$ cat config.mk
export PLATFORM = sky130hd
export DESIGN_NAME = jsr_top
export DESIGN_NICKNAME = d
export VERILOG_FILES = /design/src/rtl/jsr_pkg.sv /design/src/rtl/jsr_reg_if.sv /design/src/rtl/jsr_i2c_slave.sv /design/src/rtl/jsr_top.sv
export SDC_FILE = /design/constraint.sdc
export NUM_CORES = 1
export LEC_CHECK = 0
export BUFFER_PORTS_ARGS = -buffer_cell sky130_fd_sc_hd__buf_2
export CAP_MARGIN = 10
export CORE_MARGIN = 4
export CORE_UTILIZATION = 48
export DETAILED_ROUTE_END_ITERATION = 6
export GPL_TIMING_DRIVEN = 0
export MAX_ROUTING_LAYER = met4
export SLEW_MARGIN = 20
export SYNTH_ARGS = -nofsm -noshare
export SYNTH_HDL_FRONTEND = slang
export SYNTH_SLANG_ARGS = --single-unit
$ cat constraint.sdc
create_clock -name ref_clk -period 19.5 [get_ports ref_clk]
set_input_delay 1.95 -clock ref_clk [delete_from_list [all_inputs] [get_ports ref_clk]]
set_output_delay 1.95 -clock ref_clk [all_outputs]
set_load 0.05 [all_outputs]
$ cat src/rtl/jsr_pkg.sv
// Constants, register map and state encodings for the joystick sensor readout
package jsr_pkg;

	// ==========================================================
	// Register offsets
	localparam logic [7:0] ADDR_CTRL  = 8'h0f;
	localparam logic [7:0] ADDR_X     = 8'h10;
	localparam logic [7:0] ADDR_Y     = 8'h11;
	localparam logic [7:0] ADDR_XP    = 8'h12;
	localparam logic [7:0] ADDR_XN    = 8'h13;
	localparam logic [7:0] ADDR_YP    = 8'h14;
	localparam logic [7:0] ADDR_YN    = 8'h15;
	localparam logic [7:0] ADDR_SCALE = 8'h2d;

	// ==========================================================
	// Reset values and field positions
	localparam logic [7:0] CTRL_RST    = 8'hf0;
	localparam logic [7:0] THR_RST     = 8'h00;
	localparam logic [7:0] SCALE_RST   = 8'h00;
	localparam logic [7:0] STATUS_BUSY = 8'h00;
	localparam int CTRL_IDLE_BIT    = 7;
	localparam int CTRL_TB_MSB      = 6;
	localparam int CTRL_TB_LSB      = 4;
	localparam int CTRL_WAKE_BIT    = 2;
	localparam int CTRL_SOFTRST_BIT = 1;
	localparam logic [6:0] SLAVE_ADDR_BASE = 7'h40;
	localparam int SCALE_SHIFT = 4;

	// ==========================================================
	// Timing
	localparam int CLK_MHZ     = 20;
	localparam int TCONV_US    = 450;
	localparam int STARTUP_US  = 1000;
	localparam int MS_US       = 1000;
	localparam int TB_BASE_MS  = 20;
	localparam int TB_MAX_SHIFT = 4;
	localparam int TCONV_CYC   = TCONV_US * CLK_MHZ;
	localparam int STARTUP_CYC = STARTUP_US * CLK_MHZ;
	localparam int MS_CYC      = MS_US * CLK_MHZ;

	// ==========================================================
	// State encodings
	typedef enum logic [2:0] {
		SEQ_STARTUP = 3'h1,
		SEQ_MEASURE = 3'h2,
		SEQ_WAIT    = 3'h4
	} jsr_seq_e;

	typedef enum logic [8:0] {
		BUS_IDLE  = 9'h001,
		BUS_ADDR  = 9'h002,
		BUS_ACKA  = 9'h004,
		BUS_REG   = 9'h008,
		BUS_ACKR  = 9'h010,
		BUS_WDATA = 9'h020,
		BUS_ACKW  = 9'h040,
		BUS_RDATA = 9'h080,
		BUS_RACK  = 9'h100
	} jsr_bus_e;

endpackage : jsr_pkg

$ cat src/rtl/jsr_reg_if.sv
// Register access carrier between the serial slave and the register file
`timescale 1ns/1ns
interface jsr_reg_if;
	logic       wrEn;
	logic       rdEn;
	logic [7:0] addr;
	logic [7:0] wdata;
	logic [7:0] rdata;

	modport bus  (output wrEn, output rdEn, output addr, output wdata, input rdata);
	modport regs (input wrEn, input rdEn, input addr, input wdata, output rdata);
endinterface : jsr_reg_if

$ cat src/rtl/jsr_i2c_slave.sv
// Two-wire serial slave giving byte access to the register file
`timescale 1ns/1ns
module jsr_i2c_slave (
	input  wire logic clk,
	input  wire logic rstN,
	input  wire logic scl,
	input  wire logic sdaIn,
	input  wire logic addrPin,
	output logic      sdaOe,
	jsr_reg_if.bus    regBus
);

	// ==========================================================
	// Pin synchronisers
	logic sclS1, sclS2, sclD;
	logic sdaS1, sdaS2, sdaD;

	always_ff @(posedge clk) begin
		if (!rstN) begin
			{sclS1, sclS2, sclD} <= 3'h7;
			{sdaS1, sdaS2, sdaD} <= 3'h7;
		end else begin
			{sclS1, sclS2, sclD} <= {scl, sclS1, sclS2};
			{sdaS1, sdaS2, sdaD} <= {sdaIn, sdaS1, sdaS2};
		end
	end

	logic       sclRise, sclFall, startCond, stopCond;
	logic [6:0] devAddr;
	assign sclRise   = sclS2 & ~sclD;
	assign sclFall   = ~sclS2 & sclD;
	assign startCond = sclS2 & sclD & sdaD & ~sdaS2;
	assign stopCond  = sclS2 & sclD & ~sdaD & sdaS2;
	assign devAddr   = {jsr_pkg::SLAVE_ADDR_BASE[6:1], addrPin};

	// ==========================================================
	// Byte engine
	jsr_pkg::jsr_bus_e state;
	logic [3:0]        bitCnt;
	logic [7:0]        shiftReg, txReg, ptr;
	logic              rwBit, nack;

	assign regBus.addr = ptr;

	// Data moves on falling SCL, sampled on rising SCL
	always_ff @(posedge clk) begin
		if (!rstN) begin
			state        <= jsr_pkg::BUS_IDLE;
			bitCnt       <= 4'h0;
			shiftReg     <= 8'h00;
			txReg        <= 8'h00;
			ptr          <= 8'h00;
			rwBit        <= 1'b0;
			nack         <= 1'b0;
			sdaOe        <= 1'b0;
			regBus.wrEn  <= 1'b0;
			regBus.rdEn  <= 1'b0;
			regBus.wdata <= 8'h00;
		end else begin
			regBus.wrEn <= 1'b0;
			regBus.rdEn <= 1'b0;
			if (startCond) begin
				state  <= jsr_pkg::BUS_ADDR;
				bitCnt <= 4'h0;
				sdaOe  <= 1'b0;
			end else if (stopCond) begin
				state <= jsr_pkg::BUS_IDLE;
				sdaOe <= 1'b0;
			end else if (sclRise) begin
				if (state inside {jsr_pkg::BUS_ADDR, jsr_pkg::BUS_REG, jsr_pkg::BUS_WDATA}) begin
					shiftReg <= {shiftReg[6:0], sdaS2};
					bitCnt   <= bitCnt + 4'h1;
				end else if (state == jsr_pkg::BUS_RACK) begin
					nack <= sdaS2;
					if (!sdaS2) begin
						ptr <= ptr + 8'h01;
					end
				end
			end else if (sclFall) begin
				unique case (state)
					jsr_pkg::BUS_IDLE: begin
					end
					jsr_pkg::BUS_ADDR: if (bitCnt == 4'h8) begin
						if (shiftReg[7:1] == devAddr) begin
							sdaOe <= 1'b1;
							rwBit <= shiftReg[0];
							state <= jsr_pkg::BUS_ACKA;
						end else begin
							state <= jsr_pkg::BUS_IDLE;
						end
					end
					jsr_pkg::BUS_ACKA: begin
						if (rwBit) begin
							txReg       <= regBus.rdata;
							regBus.rdEn <= 1'b1;
							sdaOe       <= ~regBus.rdata[7];
							bitCnt      <= 4'h1;
							state       <= jsr_pkg::BUS_RDATA;
						end else begin
							sdaOe  <= 1'b0;
							bitCnt <= 4'h0;
							state  <= jsr_pkg::BUS_REG;
						end
					end
					jsr_pkg::BUS_REG: if (bitCnt == 4'h8) begin
						ptr   <= shiftReg;
						sdaOe <= 1'b1;
						state <= jsr_pkg::BUS_ACKR;
					end
					jsr_pkg::BUS_ACKR: begin
						sdaOe  <= 1'b0;
						bitCnt <= 4'h0;
						state  <= jsr_pkg::BUS_WDATA;
					end
					jsr_pkg::BUS_WDATA: if (bitCnt == 4'h8) begin
						regBus.wdata <= shiftReg;
						regBus.wrEn  <= 1'b1;
						sdaOe        <= 1'b1;
						state        <= jsr_pkg::BUS_ACKW;
					end
					jsr_pkg::BUS_ACKW: begin
						sdaOe  <= 1'b0;
						bitCnt <= 4'h0;
						ptr    <= ptr + 8'h01;
						state  <= jsr_pkg::BUS_WDATA;
					end
					jsr_pkg::BUS_RDATA: begin
						if (bitCnt == 4'h8) begin
							sdaOe <= 1'b0;
							state <= jsr_pkg::BUS_RACK;
						end else begin
							sdaOe  <= ~txReg[3'(4'h7 - bitCnt)];
							bitCnt <= bitCnt + 4'h1;
						end
					end
					jsr_pkg::BUS_RACK: begin
						if (nack) begin
							state <= jsr_pkg::BUS_IDLE;
						end else begin
							txReg       <= regBus.rdata;
							regBus.rdEn <= 1'b1;
							sdaOe       <= ~regBus.rdata[7];
							bitCnt      <= 4'h1;
							state       <= jsr_pkg::BUS_RDATA;
						end
					end
					default: begin
						sdaOe <= 1'b0;
						state <= jsr_pkg::BUS_IDLE;
					end
				endcase
			end
		end
	end

endmodule : jsr_i2c_slave

$ cat src/rtl/jsr_top.sv
// Joystick sensor start-up, configuration registers and coordinate readout
`timescale 1ns/1ns
module jsr_top #(
	parameter int TCONV_CYC   = jsr_pkg::TCONV_CYC,
	parameter int STARTUP_CYC = jsr_pkg::STARTUP_CYC,
	parameter int MS_CYC      = jsr_pkg::MS_CYC,
	parameter int HALL_W      = 12
) (
	input  wire logic              ref_clk,
	input  wire logic              rst_b,
	input  wire logic              extResetLow,
	input  wire logic              addrSel,
	input  wire logic              scl,
	input  wire logic              sdaIn,
	output logic                   sdaOut,
	output logic                   sdaOe,
	input  wire logic [HALL_W-1:0] hallX,
	input  wire logic [HALL_W-1:0] hallY,
	output logic                   irqOutLow,
	output logic                   irqOutLowOe
);

	// ==========================================================
	// Pin synchronisers and reset merge
	logic extRstS1, extRstS2;
	logic addrS1, addrS2;
	logic softRst;
	logic coreRstN;

	always_ff @(posedge ref_clk) begin
		if (!rst_b) begin
			extRstS1 <= 1'b1;
			extRstS2 <= 1'b1;
			addrS1   <= 1'b0;
			addrS2   <= 1'b0;
		end else begin
			extRstS1 <= extResetLow;
			extRstS2 <= extRstS1;
			addrS1   <= addrSel;
			addrS2   <= addrS1;
		end
	end

	// Power-on, external and soft reset all restart the core; nothing
	// watches the supply afterwards, so a dip leaves state undefined
	assign coreRstN = rst_b & extRstS2 & ~softRst;

	// Open drain: the pin is only ever pulled low
	assign sdaOut = 1'b0;

	// ==========================================================
	// Serial slave
	jsr_reg_if regIf ();

	jsr_i2c_slave u_slave (
		.clk     (ref_clk),
		.rstN    (coreRstN),
		.scl     (scl),
		.sdaIn   (sdaIn),
		.addrPin (addrS2),
		.sdaOe   (sdaOe),
		.regBus  (regIf.bus)
	);

	logic yRead;
	assign yRead = regIf.rdEn && (regIf.addr == jsr_pkg::ADDR_Y);

	// ==========================================================
	// Helper functions
	function automatic logic [7:0] satByte(input logic signed [HALL_W+8:0] v);
		if (v > $signed((HALL_W+9)'(127))) begin
			satByte = 8'h7f;
		end else if (v < $signed(-(HALL_W+9)'(128))) begin
			satByte = 8'h80;
		end else begin
			satByte = v[7:0];
		end
	endfunction : satByte

	function automatic logic outsideZone(input logic [7:0] v, input logic [7:0] pos, input logic [7:0] neg);
		outsideZone = ($signed(v) > $signed(pos)) || ($signed(v) < $signed(neg));
	endfunction : outsideZone

	// ==========================================================
	// Configuration registers
	logic [7:0] ctrlBits;
	logic [7:0] xpThr, xnThr, ypThr, ynThr;
	logic [7:0] scaleReg;

	always_ff @(posedge ref_clk) begin
		if (!coreRstN) begin
			ctrlBits <= jsr_pkg::CTRL_RST;
			xpThr    <= jsr_pkg::THR_RST;
			xnThr    <= jsr_pkg::THR_RST;
			ypThr    <= jsr_pkg::THR_RST;
			ynThr    <= jsr_pkg::THR_RST;
			scaleReg <= jsr_pkg::SCALE_RST;
		end else if (regIf.wrEn) begin
			unique case (regIf.addr)
				jsr_pkg::ADDR_CTRL:  ctrlBits <= regIf.wdata;
				jsr_pkg::ADDR_XP:    xpThr    <= regIf.wdata;
				jsr_pkg::ADDR_XN:    xnThr    <= regIf.wdata;
				jsr_pkg::ADDR_YP:    ypThr    <= regIf.wdata;
				jsr_pkg::ADDR_YN:    ynThr    <= regIf.wdata;
				jsr_pkg::ADDR_SCALE: scaleReg <= regIf.wdata;
				default: begin
				end
			endcase
		end
	end

	// Soft reset is a single pulse; the core reset it causes clears the write
	always_ff @(posedge ref_clk) begin
		if (!rst_b) begin
			softRst <= 1'b0;
		end else begin
			softRst <= regIf.wrEn && (regIf.addr == jsr_pkg::ADDR_CTRL)
				&& regIf.wdata[jsr_pkg::CTRL_SOFTRST_BIT];
		end
	end

	// ==========================================================
	// Measurement pacing
	logic       msTick;
	int         msCnt;
	logic [2:0] tbCode;
	int         periodMs;

	always_ff @(posedge ref_clk) begin
		if (!coreRstN) begin
			msCnt  <= 0;
			msTick <= 1'b0;
		end else if (msCnt == MS_CYC - 1) begin
			msCnt  <= 0;
			msTick <= 1'b1;
		end else begin
			msCnt  <= msCnt + 1;
			msTick <= 1'b0;
		end
	end

	// Longer timebases save power at the cost of reaction time
	assign tbCode = ctrlBits[jsr_pkg::CTRL_TB_MSB:jsr_pkg::CTRL_TB_LSB];
	always_comb begin
		if (int'(tbCode) > jsr_pkg::TB_MAX_SHIFT) begin
			periodMs = jsr_pkg::TB_BASE_MS << jsr_pkg::TB_MAX_SHIFT;
		end else begin
			periodMs = jsr_pkg::TB_BASE_MS << tbCode;
		end
	end

	// ==========================================================
	// Start-up / measure / wait sequencer
	jsr_pkg::jsr_seq_e seqState;
	int                phaseCnt;
	int                waitMs;
	logic              resetDone;
	logic              measDone;
	logic              measPending;

	always_ff @(posedge ref_clk) begin
		if (!coreRstN) begin
			seqState    <= jsr_pkg::SEQ_STARTUP;
			phaseCnt    <= 0;
			waitMs      <= 0;
			resetDone   <= 1'b0;
			measDone    <= 1'b0;
			measPending <= 1'b0;
		end else begin
			measDone <= 1'b0;
			unique case (seqState)
				jsr_pkg::SEQ_STARTUP: begin
					if (phaseCnt == STARTUP_CYC - 1) begin
						resetDone <= 1'b1;
						phaseCnt  <= 0;
						seqState  <= jsr_pkg::SEQ_MEASURE;
					end else begin
						phaseCnt <= phaseCnt + 1;
					end
				end
				jsr_pkg::SEQ_MEASURE: begin
					if (phaseCnt == TCONV_CYC - 1) begin
						measDone <= 1'b1;
						phaseCnt <= 0;
						waitMs   <= 0;
						seqState <= jsr_pkg::SEQ_WAIT;
					end else begin
						phaseCnt <= phaseCnt + 1;
					end
				end
				jsr_pkg::SEQ_WAIT: begin
					if (ctrlBits[jsr_pkg::CTRL_IDLE_BIT]) begin
						// Idle mode measures only after the pair was consumed
						if (measPending) begin
							measPending <= 1'b0;
							seqState    <= jsr_pkg::SEQ_MEASURE;
						end
					end else if (msTick) begin
						if (waitMs + 1 >= periodMs) begin
							waitMs      <= 0;
							measPending <= 1'b0;
							seqState    <= jsr_pkg::SEQ_MEASURE;
						end else begin
							waitMs <= waitMs + 1;
						end
					end
				end
				default: begin
					phaseCnt <= 0;
					seqState <= jsr_pkg::SEQ_STARTUP;
				end
			endcase
			// Last so a read landing as a measurement starts is kept
			if (yRead) begin
				measPending <= 1'b1;
			end
		end
	end

	// ==========================================================
	// Coordinate conversion and storage
	logic signed [HALL_W+8:0] prodX, prodY;
	logic [7:0]               xCoord, yCoord;

	always_comb begin
		prodX = ($signed(hallX) * $signed({1'b0, scaleReg})) >>> jsr_pkg::SCALE_SHIFT;
		prodY = ($signed(hallY) * $signed({1'b0, scaleReg})) >>> jsr_pkg::SCALE_SHIFT;
	end

	always_ff @(posedge ref_clk) begin
		if (!coreRstN) begin
			xCoord <= 8'h00;
			yCoord <= 8'h00;
		end else if (measDone) begin
			xCoord <= satByte(prodX);
			yCoord <= satByte(prodY);
		end
	end

	// ==========================================================
	// Data-ready flag and interrupt pin
	logic readyFlag;
	logic outside;
	assign outside = outsideZone(satByte(prodX), xpThr, xnThr) || outsideZone(satByte(prodY), ypThr, ynThr);

	// A new pair in the same cycle as the Y read wins over the clear
	always_ff @(posedge ref_clk) begin
		if (!coreRstN) begin
			readyFlag   <= 1'b0;
			irqOutLow   <= 1'b1;
			irqOutLowOe <= 1'b0;
		end else if (measDone) begin
			readyFlag <= 1'b1;
			if (ctrlBits[jsr_pkg::CTRL_WAKE_BIT]) begin
				irqOutLow   <= ~outside;
				irqOutLowOe <= outside;
			end else begin
				irqOutLow   <= 1'b0;
				irqOutLowOe <= 1'b1;
			end
		end else if (yRead) begin
			readyFlag   <= 1'b0;
			irqOutLow   <= 1'b1;
			irqOutLowOe <= 1'b0;
		end
	end

	// ==========================================================
	// Read mux; unmapped offsets read as zero
	always_comb begin
		unique case (regIf.addr)
			jsr_pkg::ADDR_CTRL: begin
				if (resetDone) begin
					regIf.rdata = {ctrlBits[7:2], 1'b0, readyFlag};
				end else begin
					regIf.rdata = jsr_pkg::STATUS_BUSY;
				end
			end
			jsr_pkg::ADDR_X:     regIf.rdata = xCoord;
			jsr_pkg::ADDR_Y:     regIf.rdata = yCoord;
			jsr_pkg::ADDR_XP:    regIf.rdata = xpThr;
			jsr_pkg::ADDR_XN:    regIf.rdata = xnThr;
			jsr_pkg::ADDR_YP:    regIf.rdata = ypThr;
			jsr_pkg::ADDR_YN:    regIf.rdata = ynThr;
			jsr_pkg::ADDR_SCALE: regIf.rdata = scaleReg;
			default:             regIf.rdata = 8'h00;
		endcase
	end

endmodule : jsr_top

==> results.json <==
{
  "via_per_inst": 5.57,
  "dieArea_mm2": 0.0447,
  "powerDensity_mw_per_mm2": 47.6,
  "crit_family": "compound AO/OA/AOI/OAI gates",
  "cpMaxStageDelayCell": "xnor2_1",
  "cp.required_ps": 19910,
  "synth_seq_cells": 229,
  "synth_edf_count": 0,
  "nets": 2842,
  "ir_drop_mv": 0.0659,
  "antenna_cells": 0,
  "initial_core_util": 0.486,
  "postCtsHoldBufs": 0,
  "grt_use_met3": 0.0225,
  "cts_setup_buffers": 0,
  "crit_fanout": 9,
  "p_leak_nw": 9.16,
  "avgSynthCellArea_um2": 8.07,
  "clock-sinks": 229,
  "rows": 74,
  "grt_start_max_net_pins": 15,
  "critPathArrivalTime_ps": 9380,
  "yosysTopAreaCell": "dfxtp_1",
  "top_usage_layer": "met2",
  "pwr-share-comb": 0.032,
  "cap_violations": 0,
  "final_layout_size_suffix_gt1_frac": 0.0468,
  "cts.clk_slew.worst_paths_ps": 60,
  "ctsResizeCount": 0,
  "vias": 17100,
  "dp_hpwl_mm": 41.2,
  "root_buffer": "clkbuf_16",
  "portBuffers": 32,
  "synth.distinct_cells": 82,
  "fin_crit_sh": 0.460,
  "finalSetupViolations": 0,
  "async_reset_ff_frac": 0,
  "fmax_mhz": 111,
  "grt_pass1_wl_mm": 87.8,
  "cts-buffers-inserted": 27,
  "hold_class": "reg -> reg",
  "start_kind": "input pin",
  "overflow": 0,
  "critPathBufInv": 5,
  "grt_pass1_vias": 17100,
  "fillCellCount": 3923,
  "outcome": "completed",
  "worst-setup-path-type": "in -> reg",
  "postSynthCellCount": 2461,
  "synth_top_flop_cell": "dfxtp_1",
  "first_pass_iters": 5,
  "core_area_mm2": 0.0408,
  "swShare": 0.225,
  "antenna_left": 0,
  "die_h_um": 211,
  "rsz0062_at_grt": "false",
  "finalWirelength_mm": 52.6,
  "hold_viol_final": 0,
  "die_w_um": 211,
  "cts_buffer_depth": 3,
  "seqPwrFrac": 0.459,
  "wire_per_inst_um": 17.1,
  "finalSetupTns_ps": 0,
  "worst_slew_pin_slew_ps": 991,
  "io_pins": 34,
  "gr-usage-met1": 0.316,
  "syn_to_final_growth_pct": 8.87,
  "p_clk_frac": 0.509,
  "slew_headroom": 0.337,
  "antenna_found_initial": 1,
  "yosysTopAreaCellShare": 0.231,
  "period_minus_slack_ps": 8970,
  "use_met2": 0.411,
  "drt_iter0_markers": 1192,
  "switchingPower_mw": 0.231,
  "utilization": 0.529,
  "slowest_delay_ps": 620,
  "gp_congestion": 0.971,
  "internal_power_mw": 0.797,
  "drc_errors": 0,
  "cts_max_level": 1,
  "grt_usage": 0.243,
  "fin_skew_ps": 17.9,
  "slew_viol_final": 0,
  "synth.area.top_cells": "dfxtp_1, fa_1, ha_1",
  "synth_area_mm2": 0.0199,
  "worst_skew_pair.late_latency_ps": 560,
  "ys_seq_area_frac": 0.231,
  "cts_tree": "built",
  "yosys_warnings": 0,
  "worstSetupEndpointType": "flop"
}
-- worst paths after layout --
kind	start	end	slack (ps)	cells after the start
min	extRstS1$_SDFF_PN1_	extRstS2$_SDFF_PN1_	410	1
max	hallY[6]	irqOutLow$_SDFFE_PN1P_	10530	29
max reg2reg	scaleReg[6]$_SDFFE_PN0P_	irqOutLow$_SDFFE_PN1P_	10910	29
min reg2reg	extRstS1$_SDFF_PN1_	extRstS2$_SDFF_PN1_	410	1
-- logic make-up after synthesis --
family          count (synthesis)  synth area share
compound gates                413             0.137
other cells                     2          0.000378
fa+ha+maj                     287             0.240
flops                         229             0.231
mux                            35            0.0192
buf+inv                       414            0.0804
xor+xnor                       93            0.0424
simple gates                  988             0.250
-- state kept, by name, summed over array words and instances (netlist names), 9 cells and up --
name	count
msCnt	32
phaseCnt	32
waitMs	32
u_slave.state	9
-- through the flow --
step                total power, mW  instances  area (um^2)  hold WS, ps  setup WS (ps)
global placement              0.514       3027        20700          390          10110
CTS                            1.04       3074        21600          406          10470
floorplan                     0.497       2463        19900          386          11070
finish                         1.03       3074        21600          406          10530
global route                   1.06       3074        21600          419           9910
detailed placement            0.514       3028        20700          396          10000
-- worst register-to-register path: cells and delay by family, from the launching register on --
kind	cells	cell delay, ps
flip-flops	1	820
adder cells (fa/ha/maj)	6	2440
AND/OR/NAND/NOR	3	610
AO/OA/AOI/OAI	14	2990
buffers and inverters	5	950
XOR/XNOR	1	620
-- cells in the mapped netlist (all sizes together) (6+ instances only) --
cell type / number
inv: 314
mux2i: 29
a22o: 9
nand2b: 26
o211ai: 13
xor2: 48
o21ai: 57
ha: 131
buf: 12
nor2: 178
a211o: 6
and3: 40
nor2b: 19
clkbuf: 88
or2: 9
a21o: 13
nor3b: 7
a22oi: 26
a21oi: 138
a31oi: 25
fa: 156
nor3: 38
o21a: 17
o31ai: 11
nand3: 123
and4: 12
a211oi: 26
a31o: 10
nand4: 40
nand3b: 7
or3: 17
xnor2: 43
nand2: 292
a221oi: 11
and2: 130
nor4b: 10
dfxtp: 229
nor4: 22
-- layout by cell type, fill, tap and decap left out, types with 37 or more instances in the layout --
cell / count
xnor2_1: 43
nor3_1: 37
clkbuf_1: 95
a21oi_1: 138
nand3_1: 122
nor2_1: 178
and3_1: 40
nand2_1: 292
xor2_1: 48
inv_1: 314
and2_1: 129
ha_1: 131
dfxtp_1: 229
nand4_1: 40
o21ai_0: 56
fa_1: 156
-- power by group through the flow --
stage          logic (mW)  registers (mW)  clock network [mW]
5_1_grt            0.0356           0.472               0.555
3_3_place_gp       0.0321           0.482                   0
3_5_place_dp       0.0325           0.482                   0
2_1_floorplan      0.0153           0.482                   0
6_report           0.0325           0.472               0.524
4_1_cts            0.0326           0.472               0.534
-- area by class of cell --
type / count / area [um^2] / area share
buffer: 100 / 417 / 0.0193
clock buffer: 37 / 743 / 0.0344
clock inverter: 9 / 169 / 0.00782
inverter: 314 / 1180 / 0.0545
multi-input combinational: 1820 / 13700 / 0.633
sequential: 229 / 4580 / 0.212
tap: 532 / 666 / 0.0308
timing repair buffer: 33 / 165 / 0.00764
-- routing by layer --
layer | up-vias | share of wire | wire [um]
met3 | 114 | 0.046 | 2410
met1 | 8142 | 0.44 | 23200
li1 | 8427 | - | -
met5 | - | 0 | 0
met4 | 0 | 0.028 | 1490
met2 | 436 | 0.48 | 25500
No activity file was read; power rests on OpenSTA's default activity.
